[src/dsu_pkg.sv]
/*
 * dsu_pkg: shared types and constants of the doubleword store unit.
 * assumes a 64-bit core with byte-addressed memory and a 64-bit write path.
 */
package dsu_pkg;

    localparam int unsigned DSU_XLEN       = 64;
    localparam int unsigned DSU_OFS_W      = 16;
    localparam int unsigned DSU_OFS_R6_W   = 11;
    localparam int unsigned DSU_LANES      = 8;
    localparam int unsigned DSU_LOW_BITS   = 3;
    localparam int unsigned DSU_WORD_BIT   = 2;
    localparam logic [2:0]  DSU_ALIGNED    = 3'h0;
    localparam logic [7:0]  DSU_BE_ALL     = 8'hff;
    localparam logic [7:0]  DSU_BE_LO_WORD = 8'h0f;
    localparam logic [7:0]  DSU_BE_HI_WORD = 8'hf0;
    localparam logic [63:0] DSU_WORD_FLIP  = 64'h4;
    localparam logic [63:0] DSU_DW_STEP    = 64'h8;
    localparam logic [63:0] DSU_DW_MASK    = 64'hffff_ffff_ffff_fff8;

    typedef enum logic [2:0] {
        DSU_OP_INT   = 3'h0,
        DSU_OP_FLT   = 3'h1,
        DSU_OP_COP2  = 3'h2,
        DSU_OP_LEFT  = 3'h3,
        DSU_OP_RIGHT = 3'h4
    } dsu_op_t;

    typedef enum logic [1:0] {
        DSU_K_FULL  = 2'h0,
        DSU_K_LEFT  = 2'h1,
        DSU_K_RIGHT = 2'h2
    } dsu_kind_t;

    typedef enum logic [3:0] {
        DSU_EXC_NONE     = 4'h0,
        DSU_EXC_ADDR     = 4'h1,
        DSU_EXC_RESERVED = 4'h2,
        DSU_EXC_COP_UNUS = 4'h3,
        DSU_EXC_REFILL   = 4'h4,
        DSU_EXC_INVALID  = 4'h5,
        DSU_EXC_MODIFIED = 4'h6,
        DSU_EXC_WATCH    = 4'h7,
        DSU_EXC_BUS      = 4'h8
    } dsu_exc_t;

    typedef enum logic [3:0] {
        DSU_ST_IDLE = 4'b0001,
        DSU_ST_XLAT = 4'b0010,
        DSU_ST_WR1  = 4'b0100,
        DSU_ST_WR2  = 4'b1000
    } dsu_state_e_t;

    typedef struct packed {
        dsu_op_t     op;
        logic [63:0] base;
        logic [15:0] offset;
        logic [63:0] int_data;
        logic [63:0] flt_data;
        logic [63:0] cop2_lo;
        logic [63:0] cop2_hi;
    } dsu_issue_t;

    typedef struct packed {
        logic [63:0] paddr;
        logic [2:0]  cca;
        logic        refill;
        logic        invalid;
        logic        modified;
        logic        watch;
    } dsu_xlat_rsp_t;

    typedef struct packed {
        logic        valid;
        logic [63:0] addr;
        logic [7:0]  be;
        logic [63:0] data;
        logic [2:0]  cca;
    } dsu_mem_req_t;

endpackage : dsu_pkg

[src/dsu_store_unit.sv]
/*
 * dsu_store_unit: doubleword store path (integer, float, cop2, left/right).
 * assumes one store issued at a time while o_ready is high, a translation
 * unit answering o_xlat_req with i_xlat_ack, and memory answering each
 * write request with i_mem_ack (plus i_mem_bus_err on a failed write).
 */
`timescale 1ns/1ps
`default_nettype none

// Overview of operation
// - address is base plus sign-extended displacement
// - integer store writes full 64-bit register
// - pre-release-six misaligned store traps, no write
// - release six splits misaligned store in hardware
// - translate as data store before any write
// - float store writes 64-bit float register
// - cop2 store writes 64-bit cop2 data
// - aligned cop2 low word first, high word at addr^4
// - cop2 displacement 11-bit in release six
// - store-left writes most significant bytes
// - store-right writes least significant bytes
// - lanes chosen by low address bits, endianness
// - release six rejects left/right partial stores
// - float/cop2 report unusable and reserved
// - partial stores also report bus error
module dsu_store_unit
    import dsu_pkg::*;
(
    // clock and reset
    input  wire logic          i_core_clk,
    input  wire logic          i_nrst,
    // mode
    input  wire logic          i_release6,
    input  wire logic          i_big_endian,
    input  wire logic          i_cop_usable,
    // issue
    input  wire logic          i_issue_valid,
    input  wire dsu_issue_t    i_issue,
    input  wire logic          i_issue_reserved,
    output logic               o_ready,
    // translation
    output logic               o_xlat_req,
    output logic [63:0]        o_xlat_vaddr,
    input  wire logic          i_xlat_ack,
    input  wire dsu_xlat_rsp_t i_xlat_rsp,
    // memory write
    output dsu_mem_req_t       o_mem_req,
    input  wire logic          i_mem_ack,
    input  wire logic          i_mem_bus_err,
    // completion
    output logic               o_done,
    output logic               o_exc,
    output dsu_exc_t           o_exc_code
);

    typedef struct packed {
        dsu_state_e_t st;
        dsu_op_t      op;
        logic [63:0]  ea;
        logic [63:0]  src;
        logic [63:0]  src_hi;
        logic         big;
        logic         split;
        logic         xlat_req;
        dsu_mem_req_t mem;
        dsu_mem_req_t nxt;
        logic         done;
        logic         exc;
        dsu_exc_t     code;
        logic         ready;
    } dsu_regs_t;

    typedef struct packed {
        logic [7:0]  be;
        logic [63:0] data;
    } dsu_lanes_t;

    // lane i of the write bus is the byte at aligned address + i
    function automatic dsu_lanes_t dsu_map(input dsu_kind_t kind, input logic big,
                                           input logic [2:0] k, input logic [63:0] v);
        dsu_lanes_t r;
        int         src;
        logic       en;
        r = '0;
        for (int l = 0; l < DSU_LANES; l++)
        begin
            en  = 1'b0;
            src = 0;
            case (kind)
                DSU_K_FULL:
                begin
                    en  = 1'b1;
                    src = big ? (7 - l) : l;
                end
                DSU_K_LEFT:
                begin
                    en  = big ? (l >= int'(k)) : (l <= int'(k));
                    src = big ? (7 - l + int'(k)) : (7 - int'(k) + l);
                end
                DSU_K_RIGHT:
                begin
                    en  = big ? (l <= int'(k)) : (l >= int'(k));
                    src = big ? (int'(k) - l) : (l - int'(k));
                end
                default:
                begin
                    en = 1'b0;
                end
            endcase
            if (en)
            begin
                r.be[l]          = 1'b1;
                r.data[8*l +: 8] = v[8*src[2:0] +: 8];
            end
        end
        return r;
    endfunction : dsu_map

    function automatic logic dsu_is_partial(input dsu_op_t op);
        return (op == DSU_OP_LEFT) || (op == DSU_OP_RIGHT);
    endfunction : dsu_is_partial

    dsu_regs_t   q;
    dsu_regs_t   d;
    logic [63:0] ea_w;
    logic [63:0] disp_w;
    logic [63:0] pdw_w;
    dsu_lanes_t  l1_w;
    dsu_lanes_t  l2_w;
    dsu_kind_t   k1_w;
    dsu_kind_t   k2_w;
    logic [2:0]  off_w;
    dsu_lanes_t  l3_w;

    always_comb
    begin
        // cop2 displacement narrows in release six
        if (i_issue.op == DSU_OP_COP2 && i_release6)
            disp_w = {{(DSU_XLEN - DSU_OFS_R6_W){i_issue.offset[DSU_OFS_R6_W - 1]}},
                      i_issue.offset[DSU_OFS_R6_W - 1:0]};
        else
            disp_w = {{(DSU_XLEN - DSU_OFS_W){i_issue.offset[DSU_OFS_W - 1]}},
                      i_issue.offset};
        ea_w  = i_issue.base + disp_w;
        off_w = q.ea[DSU_LOW_BITS - 1:0];
        pdw_w = i_xlat_rsp.paddr & DSU_DW_MASK;
        // misaligned release-six store is two partial writes
        k1_w  = q.big ? DSU_K_LEFT : DSU_K_RIGHT;
        k2_w  = q.big ? DSU_K_RIGHT : DSU_K_LEFT;
        if (q.op == DSU_OP_LEFT)
            k1_w = DSU_K_LEFT;
        else if (q.op == DSU_OP_RIGHT)
            k1_w = DSU_K_RIGHT;
        else if (!q.split)
            k1_w = DSU_K_FULL;
        l1_w = dsu_map(k1_w, q.big, off_w, q.src);
        l2_w = dsu_map(k2_w, q.big, off_w - 3'h1, q.src);
        // cop2 word pair as one doubleword image, each beat enables its half
        l3_w = dsu_map(DSU_K_FULL, q.big, DSU_ALIGNED, {q.src_hi[31:0], q.src[31:0]});
    end

    always_comb
    begin
        d      = q;
        d.done = 1'b0;
        d.exc  = 1'b0;
        d.code = DSU_EXC_NONE;
        case (q.st)
            DSU_ST_IDLE:
            begin
                if (i_issue_valid)
                begin
                    d.op    = i_issue.op;
                    d.ea    = ea_w;
                    d.big   = i_big_endian;
                    d.split = (ea_w[DSU_LOW_BITS - 1:0] != DSU_ALIGNED)
                              && !dsu_is_partial(i_issue.op);
                    d.src_hi = i_issue.cop2_hi;
                    case (i_issue.op)
                        DSU_OP_FLT:  d.src = i_issue.flt_data;
                        DSU_OP_COP2: d.src = i_issue.cop2_lo;
                        default:     d.src = i_issue.int_data;
                    endcase
                    d.exc = 1'b1;
                    if (i_issue_reserved || (i_release6 && dsu_is_partial(i_issue.op)))
                        d.code = DSU_EXC_RESERVED;
                    else if ((i_issue.op == DSU_OP_FLT || i_issue.op == DSU_OP_COP2)
                             && !i_cop_usable)
                        d.code = DSU_EXC_COP_UNUS;
                    else if (!i_release6 && d.split)
                        d.code = DSU_EXC_ADDR;
                    else
                    begin
                        d.exc      = 1'b0;
                        d.st       = DSU_ST_XLAT;
                        d.xlat_req = 1'b1;
                        d.ready    = 1'b0;
                    end
                end
            end
            DSU_ST_XLAT:
            begin
                if (i_xlat_ack)
                begin
                    d.xlat_req = 1'b0;
                    d.exc      = 1'b1;
                    if (i_xlat_rsp.refill)
                        d.code = DSU_EXC_REFILL;
                    else if (i_xlat_rsp.invalid)
                        d.code = DSU_EXC_INVALID;
                    else if (i_xlat_rsp.modified)
                        d.code = DSU_EXC_MODIFIED;
                    else if (i_xlat_rsp.watch)
                        d.code = DSU_EXC_WATCH;
                    else
                        d.exc = 1'b0;
                    if (d.exc)
                    begin
                        d.st    = DSU_ST_IDLE;
                        d.ready = 1'b1;
                    end
                    else
                    begin
                        d.st        = DSU_ST_WR1;
                        d.mem.valid = 1'b1;
                        d.mem.cca   = i_xlat_rsp.cca;
                        d.nxt.cca   = i_xlat_rsp.cca;
                        d.mem.addr  = pdw_w;
                        d.mem.be    = l1_w.be;
                        d.mem.data  = l1_w.data;
                        d.nxt.valid = q.split;
                        d.nxt.addr  = pdw_w + DSU_DW_STEP;
                        d.nxt.be    = l2_w.be;
                        d.nxt.data  = l2_w.data;
                        if (q.op == DSU_OP_COP2 && !q.split)
                        begin
                            // two word writes: low word, then high word at addr^4
                            d.mem.addr  = pdw_w | (q.big ? DSU_WORD_FLIP : '0);
                            d.mem.be    = q.big ? DSU_BE_HI_WORD : DSU_BE_LO_WORD;
                            d.mem.data  = l3_w.data;
                            d.nxt.valid = 1'b1;
                            d.nxt.addr  = d.mem.addr ^ DSU_WORD_FLIP;
                            d.nxt.be    = ~d.mem.be;
                            d.nxt.data  = d.mem.data;
                        end
                    end
                end
            end
            DSU_ST_WR1,
            DSU_ST_WR2:
            begin
                if (i_mem_ack)
                begin
                    if (i_mem_bus_err)
                    begin
                        d.exc       = 1'b1;
                        d.code      = DSU_EXC_BUS;
                        d.mem.valid = 1'b0;
                        d.st        = DSU_ST_IDLE;
                        d.ready     = 1'b1;
                    end
                    else if (q.st == DSU_ST_WR1 && q.nxt.valid)
                    begin
                        d.mem = q.nxt;
                        d.st  = DSU_ST_WR2;
                    end
                    else
                    begin
                        d.mem.valid = 1'b0;
                        d.done      = 1'b1;
                        d.st        = DSU_ST_IDLE;
                        d.ready     = 1'b1;
                    end
                end
            end
            default:
            begin
                d       = '0;
                d.st    = DSU_ST_IDLE;
                d.ready = 1'b1;
            end
        endcase
    end

    always_ff @(posedge i_core_clk)
    begin
        if (!i_nrst)
        begin
            q       <= '0;
            q.st    <= DSU_ST_IDLE;
            q.ready <= 1'b1;
        end
        else
            q <= d;
    end

    assign o_ready      = q.ready;
    assign o_xlat_req   = q.xlat_req;
    assign o_xlat_vaddr = q.ea;
    assign o_mem_req    = q.mem;
    assign o_done       = q.done;
    assign o_exc        = q.exc;
    assign o_exc_code   = q.code;

    logic accept_w;
    assign accept_w = i_issue_valid && q.st == DSU_ST_IDLE && !i_issue_reserved;
endmodule : dsu_store_unit

`default_nettype wire

[config.mk]
export PLATFORM = sky130hd
export DESIGN_NAME = dsu_store_unit
export DESIGN_NICKNAME = d
export VERILOG_FILES = /design/src/dsu_pkg.sv /design/src/dsu_store_unit.sv
export SDC_FILE = /design/constraint.sdc
export NUM_CORES = 2
export LEC_CHECK = 0
export BUFFER_PORTS_ARGS = -buffer_cell sky130_fd_sc_hd__buf_4
export CORE_AREA = 2 2 247 249
export CTS_BUF_LIST = sky130_fd_sc_hd__clkbuf_16
export DETAILED_ROUTE_END_ITERATION = 8
export DIE_AREA = 0 0 249 251
export GPL_TIMING_DRIVEN = 1
export PLACE_DENSITY = 0.78
export RECOVER_POWER = 25
export SLEW_MARGIN = 20
export SYNTH_ARGS = -nofsm -noshare
export SYNTH_HDL_FRONTEND = slang
export SYNTH_SLANG_ARGS = --single-unit
[constraint.sdc]
create_clock -name i_core_clk -period 6.5 [get_ports i_core_clk]
set_clock_uncertainty 0.15 [all_clocks]
set_input_delay 0.325 -clock i_core_clk [delete_from_list [all_inputs] [get_ports i_core_clk]]
set_output_delay 0.325 -clock i_core_clk [all_outputs]
set_load 0.01 [all_outputs]
==> results.tsv <==
metric	value	unit
synthesized area	0.0306	sq mm
Placer Congestion	1.03	
cell internal pwr	8690	uW
switch share	48.9	%
Worst Path Required	6.82	ns
Via Count	31595	
post-cts sizing count	0	
die area	0.0625	sq mm
Global Route Usage Sum	35.9	%
cells on worst reg2reg path	9	
Worst-Skew Late Latency	0.65	ns
Setup-failing EPs final	0	
fin nets	4694	
Pwr Density	456	mW/mm^2
Placement Cell Area	0.0339	sq mm
Worst Hold Class	primary input to flop	
status	completed	
net switching power	8300	uW
htree depth	2	
Lkg Pwr	0.0151	uW
clock sink total	453	
CP Class	primary input to flop	
number of max-cap violations	0	
core footprint	0.0598	sq mm
CTS Buf Count	51	
Clk pwr share	17.4	%
share of flip-flops with an asynchronous set or reset	0	%
initial antenna violation count	5	
first-pass GRT wire length	176000	um
Synth Instances	3743	
Initial Util	51.2	%
RSZ-0062 raised after global routing	no	
CTS tree	built	
Crit path largest cell delay	0.57	ns
number of synthesized flops with an enable pin	0	
Overflow after GRT	0	
worst path cell trace	dlygate4sd3_1, buf_4, nor3b_2, and2_1, mux2i_1, clkinv_1, buf_4, ha_1, nand4_1, or4_1, o22ai_1, nor2_1, o21ai_0, o311ai_1, o21ai_0, xnor2_1, o21ai_0	
crit end category	flop	
synthesis-stage register bit count	453	
worst slew pin tran	1.23	ns
CP startpoint	i_issue[336]	
min Tclk post-route	4.99	ns
Seq pwr share	24.5	%
Die Span X	249	um
most frequent cells in the layout	buf_4, dfxtp_1, nor2_1	
DRT Pass-1 Iters	6	
GR Util met1	44.7	%
met2 GRT Util	56.4	%
IO Port Bufs	594	
maximum clock path buffer count	3	
maximum number of pins on one net before global-route repair	153	
area grow syn2layout	21.7	%
# DRC	0	
Final Routed Wirelength	118000	um
M3 GR Usage	9.75	%
share of the synthesized area in the top cell type	29.6	%
Cell variety after synth	87	
Placement Rows	90	
Crit path max-delay family	compound AO/OA/AOI/OAI gates	
fin util	62.3	%
Vias/cell	6.32	
Routed Antenna Nets	0	
Max-slew headroom	17.7	%
vias in the first global route	30146	
final period utilization	76.8	%
commonest non-fill, non-tap cell in the layout	buf_4	
Peak Freq	200	MHz
GR peak layer	met2	
most used cell, CP	o21ai_0	
fraction of layout cells with a size suffix above 1	16.1	%
per-cell routed wire length	23.6	um
reg2reg end	q[368]$_SDFFE_PN0P_	
Comb pwr share	58.1	%
Critical Path AT	5.31	ns
CP endpoint	o_xlat_vaddr[61]$_SDFFE_PN0P_	
number of cells on the critical path	17	
CP Launch Type	primary input	
Mean Syn Cell Area	8.18	sq um
sequential area share after synthesis	29.6	%
Peak VDD IR	0.000361	V
Main synth FF type	dfxtp_1	
cell area after layout	0.0373	sq mm
dominant cell type by area after synthesis	dfxtp_1	
Ports	632	
hpwl dp	81700	um
R2R Setup Slk	1.58	ns
Die Span Y	251	um
slowest CP cell	dlygate4sd3_1	
pins over their slew limit	0	
Hold Violations, Final	0	
DRT iter0 DRCs	3613	
WP buf/inv	4	
clock transition at the registers of the reported paths	0.06	ns
worst r2r src	q[488]$_SDFFE_PN0P_	
synth top area cells	dfxtp_1, mux2i_1, a21oi_1	
Yosys warning count	0	
post-CTS setup buffers	0	
clock root buffer master	clkbuf_16	
Final TNS setup	0	ns
CP max FO	57	
[worst register-to-register path, delay by kind of cell (launching register included)]
family                 cells  cell delay (ns)
AO/OA/AOI/OAI              3             1.00
flip-flops                 1             0.40
AND/OR/NAND/NOR            3             1.51
buffers and inverters      3             1.77
[routing by layer]
layer  wire length (um)  vias up  share of wire, %
li1                   -    14407                 -
met1              45600    14829                39
met2              52100     1974                44
met3              13100      383                11
met4               7210        2               6.1
met5                 13        -             0.011
[power by group through the flow]
stage	Combinational (uW)	Clock [uW]	Sequential [uW]
floorplan	6920	0	3770
global placement	9320	0	4130
detailed placement	9450	0	4160
CTS	9720	2990	4100
global route	10400	3120	4180
finish	9880	2960	4160
[repair_timing]
item                       CTS  global route
setup endpoints to repair    0             0
hold endpoints to repair   229             0
hold buffers               226             0
[cell families after synthesis]
kind of cell	count (synthesis)	synth area share (%)
mux	373	14.8
flops	453	29.6
simple gates	1047	15.3
buf+inv	526	9.30
xor+xnor	129	3.69
other cells	1	0.0122
fa+ha+maj	100	4.11
compound gates	1114	23.1
[state kept, by name (all words and copies together), names as in the netlist]
| name | count |
|---|---|
| o_done | 1 |
| o_xlat_req | 1 |
| q | 243 |
| o_ready | 1 |
| o_mem_req | 138 |
| o_exc_code | 4 |
| o_xlat_vaddr | 64 |
| o_exc | 1 |
[area by class of cell]
class	count	area, sq um
Antenna cell	4	10.0
Clock buffer	51	1280
Clock inverter	41	424
Fill cell	5184	22500
Inverter	36	143
Multi-Input combinational cell	2765	18900
Sequential cell	453	9070
Tap cell	782	978
Timing Repair Buffer	867	6490
[synth_stat cells, types with 10 or more instances]
library cell / n
nor2_1: 421
ha_1: 99
buf_4: 218
nand3_1: 70
a22oi_1: 203
nor2b_1: 14
a211oi_1: 57
or3_1: 10
buf_2: 31
nand2_1: 281
a221o_1: 15
a21oi_1: 328
o211ai_1: 15
a221oi_1: 83
mux4_2: 64
xor2_1: 66
nand4_1: 35
o21ai_0: 256
inv_1: 34
nor3_1: 128
buf_1: 23
a21o_1: 31
mux2i_1: 301
o22ai_1: 38
and4_1: 10
and3_1: 16
xnor2_1: 63
dfxtp_1: 453
clkbuf_1: 214
nand2b_1: 10
[stage by stage]
| step | worst slack, ns | hold slack, ns | power [uW] | instances |
|---|---|---|---|---|
| 3_3_place_gp | 1.67 | 0.284 | 13500 | 4676 |
| 2_1_floorplan | 1.79 | 0.248 | 10700 | 3744 |
| 3_5_place_dp | 1.62 | 0.292 | 13600 | 4676 |
| 5_1_grt | 1.20 | 0.00751 | 17700 | 4998 |
| 4_1_cts | 1.60 | 0.000937 | 16800 | 4994 |
| 6_report | 1.51 | 0.00792 | 17000 | 4999 |
[worst min-delay path by stage]
stage,cells after the start,to,slack [ns],start
global placement,2,q[144]$_SDFFE_PN0P_,0.28,q[144]$_SDFFE_PN0P_
finish,5,q[386]$_SDFFE_PN0P_,0.008,i_issue[160]
global route,5,q[357]$_SDFFE_PN0P_,0.008,i_issue[195]
CTS,5,q[373]$_SDFFE_PN0P_,0.0009,i_issue[211]
detailed placement,2,q[129]$_SDFFE_PN0P_,0.29,q[129]$_SDFFE_PN0P_
floorplan,1,o_done$_SDFF_PP0_,0.25,i_mem_bus_err
(Power assumes the default switching activity.)
